===== src/core/pin_cfg_pkg.sv =====
// pin configuration register: offsets, field positions, reset value, types
// assumes one register word of 16 bits behind a simple write/read port
package pin_cfg_pkg;
	localparam logic [7:0]  PIN_CFG_ADDR   = 8'h06;
	localparam logic [15:0] PIN_CFG_RESET  = 16'h0800;
	// bits that hold storage and read back (15 reserved, 7 and 6 write-only)
	localparam logic [15:0] PIN_CFG_RDMASK = 16'h7f3f;
	// bits that accept a write (15 reserved)
	localparam logic [15:0] PIN_CFG_WRMASK = 16'h7fff;
	localparam int BIT_BRIDGE_POWER_SWITCH_EN    = 14;
	localparam int BIT_UPOUT   = 13;
	localparam int BIT_MUX     = 12;
	localparam int BIT_HOLD    = 11;
	localparam int BIT_FMODE_H = 10;
	localparam int BIT_FMODE_L = 9;
	localparam int BIT_FLVL    = 8;
	localparam int BIT_OUT3    = 7;
	localparam int BIT_OUT2    = 6;
	localparam int BIT_IN1     = 5;
	localparam int MUX_WIDTH   = 3;
	localparam int MUX_BIT_PIN0 = 0;
	localparam int MUX_BIT_PIN1 = 1;
	localparam int MUX_BIT_PIN2 = 2;

	typedef enum logic [1:0]
	{
		FAULT_OFF,
		FAULT_IN,
		FAULT_OD,
		FAULT_GPO
	} fault_mode_t;

	typedef struct packed
	{
		logic        bridge_power_switch_en;
		logic        upper_outputs_en;
		logic        ext_mux_ctrl_en;
		logic        hold_en;
		fault_mode_t fault_mode;
		logic        fault_pin_level;
		logic        out3_level;
		logic        out2_level;
		logic        pin1_input_en;
	} cfg_t;

	// register bus request
	typedef struct packed
	{
		logic        wr;
		logic        rd;
		logic [7:0]  addr;
		logic [15:0] wdata;
	} reg_req_t;
endpackage : pin_cfg_pkg


===== src/core/adc_gpio_fault_hold_control.sv =====
// pin configuration, hold input, fault pin and external mux select
// assumes register requests and all pins synchronous to i_mclk
//
// Function
// (RULE1) register at 0x06 resets to 0x0800, hold input enabled only
// (RULE2) host writes zero to bit 15; device reads it as zero
// (RULE3) bit 14 turns the bridge power-down switch on to sink current
// (RULE4) bit 13 enables output pins two and three as driven outputs
// (RULE5) bit 12 drives pins 0, 1 and 2 as mux select with sequencing
// (RULE6) host reselects analog input pair after every eight sequenced channels
// (RULE7) hold enabled, normal mode: low pin keeps modulator and filter reset
// (RULE8) per-channel mode: low pin at switch delays next conversion
// (RULE9) fault mode 01: pin is input, inverted into fault flag, read uninverted as level
// (RULE10) fault mode 10: ORed errors inverted, driven open-drain on pin
// (RULE11) fault mode 11: general output with active pull-up at level bit
// (RULE12) level bit drives output mode, reads sampled pin in input mode
// (RULE13) bits 7 and 6 set levels of output pins three and two
// (RULE14) bit 5 makes bidirectional pin one an input
`timescale 1ns/1ns
module adc_gpio_fault_hold_control
(
	// clock and reset
	input  wire logic                      i_mclk,
	input  wire logic                      i_rst_b,
	// register access
	input  wire pin_cfg_pkg::reg_req_t     i_req,
	output logic                           o_rd_valid,
	output logic [15:0]                    o_rd_data,
	// core interaction
	input  wire logic                      i_per_channel_hold_mode,
	input  wire logic                      i_multi_channel,
	input  wire logic                      i_chan_switch_due,
	input  wire logic [2:0]                i_chan_index,
	input  wire logic                      i_status_errors,
	output logic                           o_filter_reset,
	output logic                           o_conv_stall,
	output logic                           o_fault_flag,
	output logic                           o_pin1_input_en,
	// pins
	input  wire logic                      i_hold_pin,
	input  wire logic                      i_fault_pin,
	output logic                           o_fault_pin,
	output logic                           o_fault_pin_oe,
	output logic                           o_bridge_switch_on,
	output logic                           o_bidir_pin0,
	output logic                           o_bidir_pin0_oe,
	output logic                           o_bidir_pin1,
	output logic                           o_bidir_pin1_oe,
	output logic                           o_out_pin2,
	output logic                           o_out_pin2_oe,
	output logic                           o_out_pin3,
	output logic                           o_out_pin3_oe
);
	logic [15:0]          word;
	logic                 fault_sample;
	logic                 stall;
	pin_cfg_pkg::cfg_t    cfg;
	logic [2:0]           mux_sel;

	// read view: masked word with the level bit swapped in
	function automatic logic [15:0] read_view
	(
		input logic [15:0] stored,
		input logic        level
	);
		logic [15:0] view;
		view = stored & pin_cfg_pkg::PIN_CFG_RDMASK;
		view[pin_cfg_pkg::BIT_FLVL] = level;
		return view;
	endfunction : read_view

	// one select line: channel bit while mux control is on
	function automatic logic mux_line
	(
		input logic en,
		input logic sel,
		input logic idle
	);
		return en ? sel : idle;
	endfunction : mux_line

	wire hit      = i_req.addr == pin_cfg_pkg::PIN_CFG_ADDR;
	wire we       = i_req.wr && hit;

	pin_cfg_reg u_reg
	(
		.i_mclk  (i_mclk),
		.i_rst_b (i_rst_b),
		.i_we    (we),
		.i_wdata (i_req.wdata),
		.o_word  (word)
	);

	assign cfg.bridge_power_switch_en = word[pin_cfg_pkg::BIT_BRIDGE_POWER_SWITCH_EN];
	assign cfg.upper_outputs_en       = word[pin_cfg_pkg::BIT_UPOUT];
	assign cfg.ext_mux_ctrl_en        = word[pin_cfg_pkg::BIT_MUX];
	assign cfg.hold_en                = word[pin_cfg_pkg::BIT_HOLD];
	assign cfg.fault_mode             = pin_cfg_pkg::fault_mode_t'(
		word[pin_cfg_pkg::BIT_FMODE_H:pin_cfg_pkg::BIT_FMODE_L]);
	assign cfg.fault_pin_level        = word[pin_cfg_pkg::BIT_FLVL];
	assign cfg.out3_level             = word[pin_cfg_pkg::BIT_OUT3];
	assign cfg.out2_level             = word[pin_cfg_pkg::BIT_OUT2];
	assign cfg.pin1_input_en          = word[pin_cfg_pkg::BIT_IN1];

	wire fault_in  = cfg.fault_mode == pin_cfg_pkg::FAULT_IN;
	wire fault_od  = cfg.fault_mode == pin_cfg_pkg::FAULT_OD;
	wire fault_gpo = cfg.fault_mode == pin_cfg_pkg::FAULT_GPO;

	// read data: level bit replaced by sampled pin in input mode
	wire        rd_level     = fault_in ? fault_sample
		: cfg.fault_pin_level; // RULE12
	wire [15:0] rd_word      = hit
		? read_view(word, rd_level)
		: 16'h0000;
	wire [15:0] next_rd_data = i_req.rd ? rd_word : 16'h0000; // RULE2

	// hold behaviour
	wire alt_hold     = i_per_channel_hold_mode && i_multi_channel;
	wire hold_low     = cfg.hold_en && !i_hold_pin;
	wire next_freset  = hold_low && !alt_hold; // RULE7
	wire next_stall   = cfg.hold_en && alt_hold
		&& ((i_chan_switch_due && !i_hold_pin)
		|| (stall && !i_hold_pin)); // RULE8

	// fault pin drive
	wire next_fault_oe  = (fault_od && i_status_errors) || fault_gpo;
	wire next_fault_out = fault_gpo ? cfg.fault_pin_level
		: 1'b0; // RULE11
	wire next_fault_flag = fault_in && !fault_sample; // RULE9

	// mux select follows channel sequence
	wire next_mux_en = cfg.ext_mux_ctrl_en; // RULE5
	wire next_pin0   = mux_line(next_mux_en,
		mux_sel[pin_cfg_pkg::MUX_BIT_PIN0], 1'b0); // RULE5
	wire next_pin1   = mux_line(next_mux_en,
		mux_sel[pin_cfg_pkg::MUX_BIT_PIN1], 1'b0); // RULE5
	wire next_pin2   = mux_line(next_mux_en,
		mux_sel[pin_cfg_pkg::MUX_BIT_PIN2], cfg.out2_level); // RULE5 RULE13

	// mux control takes pin one from its input role
	wire next_pin1_in = cfg.pin1_input_en && !next_mux_en; // RULE14

	// switch and upper outputs
	wire next_switch  = cfg.bridge_power_switch_en; // RULE3
	wire next_pin2_oe = next_mux_en || cfg.upper_outputs_en; // RULE4
	wire next_pin3    = cfg.out3_level; // RULE13
	wire next_pin3_oe = cfg.upper_outputs_en; // RULE4

	// register read port
	always_ff @(posedge i_mclk)
	begin
		if (!i_rst_b)
			o_rd_valid <= 1'b0;
		else
			o_rd_valid <= i_req.rd;
	end

	always_ff @(posedge i_mclk)
	begin
		if (!i_rst_b)
			o_rd_data <= 16'h0000;
		else
			o_rd_data <= next_rd_data; // RULE12
	end

	// sample starts at the pulled-up idle level: no false fault after reset
	always_ff @(posedge i_mclk)
	begin
		if (!i_rst_b)
			fault_sample <= 1'b1;
		else
			fault_sample <= i_fault_pin; // RULE9
	end

	// stall and mux select state
	always_ff @(posedge i_mclk)
	begin
		if (!i_rst_b)
			stall <= 1'b0;
		else
			stall <= next_stall; // RULE8
	end

	always_ff @(posedge i_mclk)
	begin
		if (!i_rst_b)
			mux_sel <= 3'h0;
		else
			mux_sel <= i_chan_index; // RULE5
	end

	// core-facing controls
	always_ff @(posedge i_mclk)
	begin
		if (!i_rst_b)
			o_filter_reset <= 1'b0;
		else
			o_filter_reset <= next_freset; // RULE7
	end

	always_ff @(posedge i_mclk)
	begin
		if (!i_rst_b)
			o_conv_stall <= 1'b0;
		else
			o_conv_stall <= next_stall; // RULE8
	end

	always_ff @(posedge i_mclk)
	begin
		if (!i_rst_b)
			o_fault_flag <= 1'b0;
		else
			o_fault_flag <= next_fault_flag; // RULE9
	end

	always_ff @(posedge i_mclk)
	begin
		if (!i_rst_b)
			o_pin1_input_en <= 1'b0;
		else
			o_pin1_input_en <= next_pin1_in; // RULE14
	end

	// fault pin drive
	always_ff @(posedge i_mclk)
	begin
		if (!i_rst_b)
			o_fault_pin <= 1'b0;
		else
			o_fault_pin <= next_fault_out; // RULE10
	end

	always_ff @(posedge i_mclk)
	begin
		if (!i_rst_b)
			o_fault_pin_oe <= 1'b0;
		else
			o_fault_pin_oe <= next_fault_oe; // RULE10
	end

	// switch and general-purpose pins
	always_ff @(posedge i_mclk)
	begin
		if (!i_rst_b)
			o_bridge_switch_on <= 1'b0;
		else
			o_bridge_switch_on <= next_switch; // RULE3
	end

	always_ff @(posedge i_mclk)
	begin
		if (!i_rst_b)
			o_bidir_pin0 <= 1'b0;
		else
			o_bidir_pin0 <= next_pin0; // RULE5
	end

	always_ff @(posedge i_mclk)
	begin
		if (!i_rst_b)
			o_bidir_pin0_oe <= 1'b0;
		else
			o_bidir_pin0_oe <= next_mux_en; // RULE5
	end

	always_ff @(posedge i_mclk)
	begin
		if (!i_rst_b)
			o_bidir_pin1 <= 1'b0;
		else
			o_bidir_pin1 <= next_pin1; // RULE5
	end

	always_ff @(posedge i_mclk)
	begin
		if (!i_rst_b)
			o_bidir_pin1_oe <= 1'b0;
		else
			o_bidir_pin1_oe <= next_mux_en; // RULE5
	end

	always_ff @(posedge i_mclk)
	begin
		if (!i_rst_b)
			o_out_pin2 <= 1'b0;
		else
			o_out_pin2 <= next_pin2; // RULE13
	end

	always_ff @(posedge i_mclk)
	begin
		if (!i_rst_b)
			o_out_pin2_oe <= 1'b0;
		else
			o_out_pin2_oe <= next_pin2_oe; // RULE4
	end

	always_ff @(posedge i_mclk)
	begin
		if (!i_rst_b)
			o_out_pin3 <= 1'b0;
		else
			o_out_pin3 <= next_pin3; // RULE13
	end

	always_ff @(posedge i_mclk)
	begin
		if (!i_rst_b)
			o_out_pin3_oe <= 1'b0;
		else
			o_out_pin3_oe <= next_pin3_oe; // RULE4
	end
endmodule : adc_gpio_fault_hold_control


===== src/core/pin_cfg_reg.sv =====
// storage word of the pin configuration register
// assumes writes come one per cycle from the serial register decoder
`timescale 1ns/1ns
module pin_cfg_reg
(
	// clock and reset
	input  wire logic        i_mclk,
	input  wire logic        i_rst_b,
	// write port
	input  wire logic        i_we,
	input  wire logic [15:0] i_wdata,
	// stored word
	output logic      [15:0] o_word
);
	always_ff @(posedge i_mclk)
	begin
		if (!i_rst_b)
			o_word <= pin_cfg_pkg::PIN_CFG_RESET; // RULE1
		else if (i_we)
			o_word <= i_wdata & pin_cfg_pkg::PIN_CFG_WRMASK; // RULE2
	end
endmodule : pin_cfg_reg


===== config.mk =====
export PLATFORM = sky130hd
export DESIGN_NAME = adc_gpio_fault_hold_control
export DESIGN_NICKNAME = d
export VERILOG_FILES = /design/src/core/pin_cfg_pkg.sv /design/src/core/adc_gpio_fault_hold_control.sv /design/src/core/pin_cfg_reg.sv
export SDC_FILE = /design/constraint.sdc
export NUM_CORES = 1
export LEC_CHECK = 0
export BUFFER_PORTS_ARGS = -buffer_cell sky130_fd_sc_hd__buf_2
export CAP_MARGIN = 20
export CORE_MARGIN = 5
export CORE_UTILIZATION = 49
export CTS_CLUSTER_SIZE = 10
export DETAILED_ROUTE_END_ITERATION = 10
export HOLD_SLACK_MARGIN = 0.08
export PLACE_DENSITY_LB_ADDON = 0.12
export SETUP_SLACK_MARGIN = 0.1
export SYNTH_ARGS = -nofsm -noshare
export SYNTH_HDL_FRONTEND = slang
export SYNTH_SLANG_ARGS = --single-unit

===== constraint.sdc =====
create_clock -name i_mclk -period 2.3 [get_ports i_mclk]
set_input_delay 0 -clock i_mclk [delete_from_list [all_inputs] [get_ports i_mclk]]
set_output_delay 0 -clock i_mclk [all_outputs]
set_load 0.01 [all_outputs]

After elaboration in Yosys (flattened, before gate mapping)
Cells that the tools add are included.
{"block": "word_totals", "register_bits": 50, "latchBits": 0, "mem_bits_rw": 0, "mem_bits_ro": 0, "in_bits": 37, "out_inout_bits": 32, "memories": 0}
{"block": "op_classes", "add_sub_neg": 0, "mul": 0, "n_div": 0, "n_lt_le_gt_ge": 0, "eq_ne": 4, "shifts": 0, "muxes": 2, "bitwise_logic": 0, "n_reduce_logical": 22}
{"cell": "$logic_and A1 B1 Y1", "count": 11}
{"cell": "$eq A8 B3 Y1 const B", "count": 1}
{"cell": "$reduce_and A2 Y1", "count": 3}
{"cell": "$eq A2 B2 Y1 const B", "count": 2}
{"cell": "$logic_not A1 Y1", "count": 4}
{"cell": "$logic_or A1 B1 Y1", "count": 3}
{"cell": "$reduce_and A3 Y1", "count": 1}
{"cell": "$eq A2 B1 Y1 const B", "count": 1}
{"cell": "$mux W1", "count": 2}

Longest topological paths before layout
{"block": "logic_depth", "depth_word": 4, "mapped_depth": 5, "depth_no_buf": 3}

By module
From an unflattened synthesis, not the netlist that was laid out.
{"block": "hier_totals", "cells_unflattened": 133, "hier_area_um2": 1571.5}
{"mod": "adc_gpio_fault_hold_control", "instances": 1, "cells_per_inst": 83, "area_each_um2": 983.4, "seq_area_each_um2": 640.6}
{"mod": "pin_cfg_reg", "instances": 1, "cells_per_inst": 50, "area_each_um2": 588.1, "seq_area_each_um2": 300.3}

Least setup slack after synthesis
No wires, ideal clock.
{"block": "synth_timing", "path_type": "input to register", "start": "input i_req[21] (netlist name)", "end": "register u_reg.o_word[0]", "arrival_time_ns": 0.878, "required_time_ns": 2.228, "path_slack_ns": 1.350, "cell_stages": 5, "n_path_buf": 2, "cell_sequence": "nor4_4 and3_1 buf_6 buf_12 mux2i_1"}
{"block": "synth_via", "elab_chain_len": 2}
{"element": "from (decl)", "line": "adc_gpio_fault_hold_control.sv:26", "rtl": "input wire pin_cfg_pkg::reg_req_t i_req,"}
{"element": "$eq A8 B3 Y1", "line": "adc_gpio_fault_hold_control.sv:82", "rtl": "wire hit = i_req.addr == pin_cfg_pkg::PIN_CFG_ADDR;"}
{"element": "$logic_and A1 B1 Y1", "line": "adc_gpio_fault_hold_control.sv:83", "rtl": "wire we = i_req.wr && hit;"}
{"element": "to (signal assigned)", "line": "pin_cfg_reg.sv:18", "rtl": "o_word <= pin_cfg_pkg::PIN_CFG_RESET;"}
{"element": "to (signal assigned)", "line": "pin_cfg_reg.sv:20", "rtl": "o_word <= i_wdata & pin_cfg_pkg::PIN_CFG_WRMASK;"}
{"element": "to (decl)", "line": "pin_cfg_reg.sv:13", "rtl": "output logic [15:0] o_word"}
No other way between the ends.
A chain may end at the register's enable or synchronous reset.

==> results.ini <==
[sta]
final_min_period_over_clock_period_pct=75.4
worst_slack_ns=0.565
skew_ns=0.00839
fin_setup_tns_ns=0
max_freq_ghz=0.577
finalWorstPathRequiredPeriod_ns=1.73
report.final.setup_viol=0
finalMaxSlewViolations=0
timing.final.hold_violations=0
grt_setup_unrepaired=false

[cells_and_area]
fin_nets=275
mostFrequentLayoutCell=buf_2
insertedDiodeCount=0
area_growth_syn_to_layout_pct=44.1
drive_gt1_share_pct=32.2
utilization_pct=73.9
layout.cells.most_common_list=buf_2, dfxtp_1, nand2_1

[setup_path]
worstPathArrival_ns=1.98
crit_required_ns=2.54
worstPathMaxFanout=2
sort_of_element_at_the_end_of_the_critical_path=flip-flop
worstSetupStartpointType=flip-flop
worst-setup-path-type=reg -> reg

[power_and_ir_drop]
proportion_of_total_power_due_to_net_switching_pct=19.2
clkPwrFrac_pct=39.0
net-switching-power_mw=0.289
comb_power_share_pct=6.4
seq_power_share_pct=54.5
leakagePower_nw=1.09
vdd_drop_max_uv=444
internal_power_mw=1.22
p_per_area_mw_per_mm2=668

[die]
placement_rows=20
start_util_pct=51.3
top_level_ports=69
die_height_um=66.5
floorplan.die.width_um=66.5
core_region_area_mm2=0.00305
dieArea_mm2=0.00443

[drt]
detailroute.via_count=1251
drcViolationCount=0
viasPerCell=4.42
routed_wirelength_mm=3.46
wl_per_cell_um=12.2
drtIter0Drc=43
remaining_number_of_nets_flagged_by_the_antenna_check_after_routing=0
pre_antenna_drt_iters=4

[global_route]
initial_antenna_violation_count=0
grt_remaining_overflow=0
grt_start_max_net_pins=40
vias_in_the_first_global_route=1266
grt_use_total_pct=16.5
grt_pass1_wl_mm=5.55

[synth]
postSynth.asyncResetShare_pct=0
synth.area.top_cells=dfxtp_1, mux2i_1, nand2_1, and2_1, buf_4
synth.yosys.seq_area_share_pct=60.1
synth_edf_count=0
synthesis.yosys.warnings=0
mappedNetlistArea_mm2=0.00157
syn-instance-count=147
synth.largest_area_cell=dfxtp_1
ys_seq_elements=47
avgSynthCellArea_um2=10.7
synth.distinct_cells=25
yosysTopAreaCellShare_pct=60.1
ys.flop_type=dfxtp_1

[run_status]
result_of_the_run=finished clean

[clocking]
cts_made_buffers=5
cts_buffer_depth=2
htree_num_levels=2
clk_root_buffer_cell=clkbuf_4
cts_resized=0
cts.sink_count=47
clkLatencyLatePin_ns=0.35
clk_pin_slew_worst_paths_ns=0.12
clock_tree_from_tritoncts=built

[placed_design]
hpwlAfterDp_mm=2.22
routabilityCongestion=0.739
port_buffers=64
pre_cts_ws_ns=1.10

[flow_run]
number_of_max_capacitance_violations_reported=0

[min_path]
timing.hold.worst.class=in -> reg

through the flow:
step           instances  hold WS [ns]  power, mW  cell area (um^2)
6_report             283         0.122       1.51              2260
5_1_grt              283         0.128       1.58              2260
4_1_cts              283         0.107       1.52              2260
3_5_place_dp         248         0.192      0.903              1880
3_3_place_gp         248         0.185      0.900              1880
2_1_floorplan        149        0.0901      0.869              1570
layer usage:
| layer | vias to the layer above | routed length, um | GRT usage [%] |
|---|---|---|---|
| met5 | - | 0 | 0 |
| met1 | 567 | 1280 | 16.8 |
| met2 | 37 | 1920 | 30.6 |
| met4 | 0 | 44 | 5.84 |
| li1 | 641 | - | - |
| met3 | 6 | 212 | 5.90 |
state kept, by name, indices dropped and copies added (netlist names):
signal / flops
fault_sample: 1
mux_sel: 3
o_bidir_pin0: 1
o_bidir_pin1: 1
o_bidir_pin1_oe: 1
o_bridge_switch_on: 1
o_conv_stall: 1
o_fault_flag: 1
o_fault_pin: 1
o_fault_pin_oe: 1
o_filter_reset: 1
o_out_pin2: 1
o_out_pin2_oe: 1
o_out_pin3: 1
o_out_pin3_oe: 1
o_pin1_input_en: 1
o_rd_data: 13
o_rd_valid: 1
u_reg.o_word: 15
kinds of logic (layout without fill, tap and decap cells):
logic type             after synthesis  count (layout)  share of synthesized area, %
and+or+nand+nor                     64              64                          21.7
muxes                               16              16                          10.2
AOI/OAI and AO/OA                    3               3                          1.28
DFF                                 47              47                          60.1
other                                1               3                         0.239
buffers and inverters               16             106                          6.47
power groups by stage:
stage	clock (mW)	combinational [mW]	sequential (mW)
4_1_cts	0.604	0.0951	0.822
3_3_place_gp	0	0.0601	0.840
3_5_place_dp	0	0.0622	0.840
6_report	0.588	0.0969	0.822
2_1_floorplan	0	0.0279	0.841
5_1_grt	0.650	0.107	0.824
final timing paths:
kind	startpoint	endpoint	slack, ns	cells past startpoint
min reg2reg	fault_sample	o_fault_flag	0.43	1
max reg2reg	o_conv_stall	o_conv_stall	0.57	4
min	i_rst_b	fault_sample	0.12	3
max	o_conv_stall	o_conv_stall	0.57	4
synth_stat cells, types with 2 or more instances:
master	count
dfxtp_1	47
nand2_1	30
and2_1	16
mux2i_1	16
inv_1	5
buf_4	4
nor2_1	4
and3_1	3
clkbuf_1	3
nor2b_1	3
o211ai_1	2
timing repair:
action,CTS,global route
endpoints found under the setup margin,0,0
hold buffers,27,0
setup buffers,0,0
endpoints found under the hold margin,23,0
cell type report:
class / instances / area (um^2)
clock inverters: 3 / 67.6
inverters: 5 / 18.8
multi-input cells: 86 / 532
flip-flops and latches: 47 / 941
well taps: 44 / 55.1
repair buffers: 93 / 606
clock buffers: 5 / 37.5
fillers: 247 / 796
worst max-delay path: stages (launching register included):
cell and delay (ns):
dfxtp_1 0.34, o211ai_1 0.15, dlygate4sd3_1 0.57, nor2_1 0.04, dlygate4sd3_1 0.55
No activity file was read; power rests on OpenSTA's default activity.
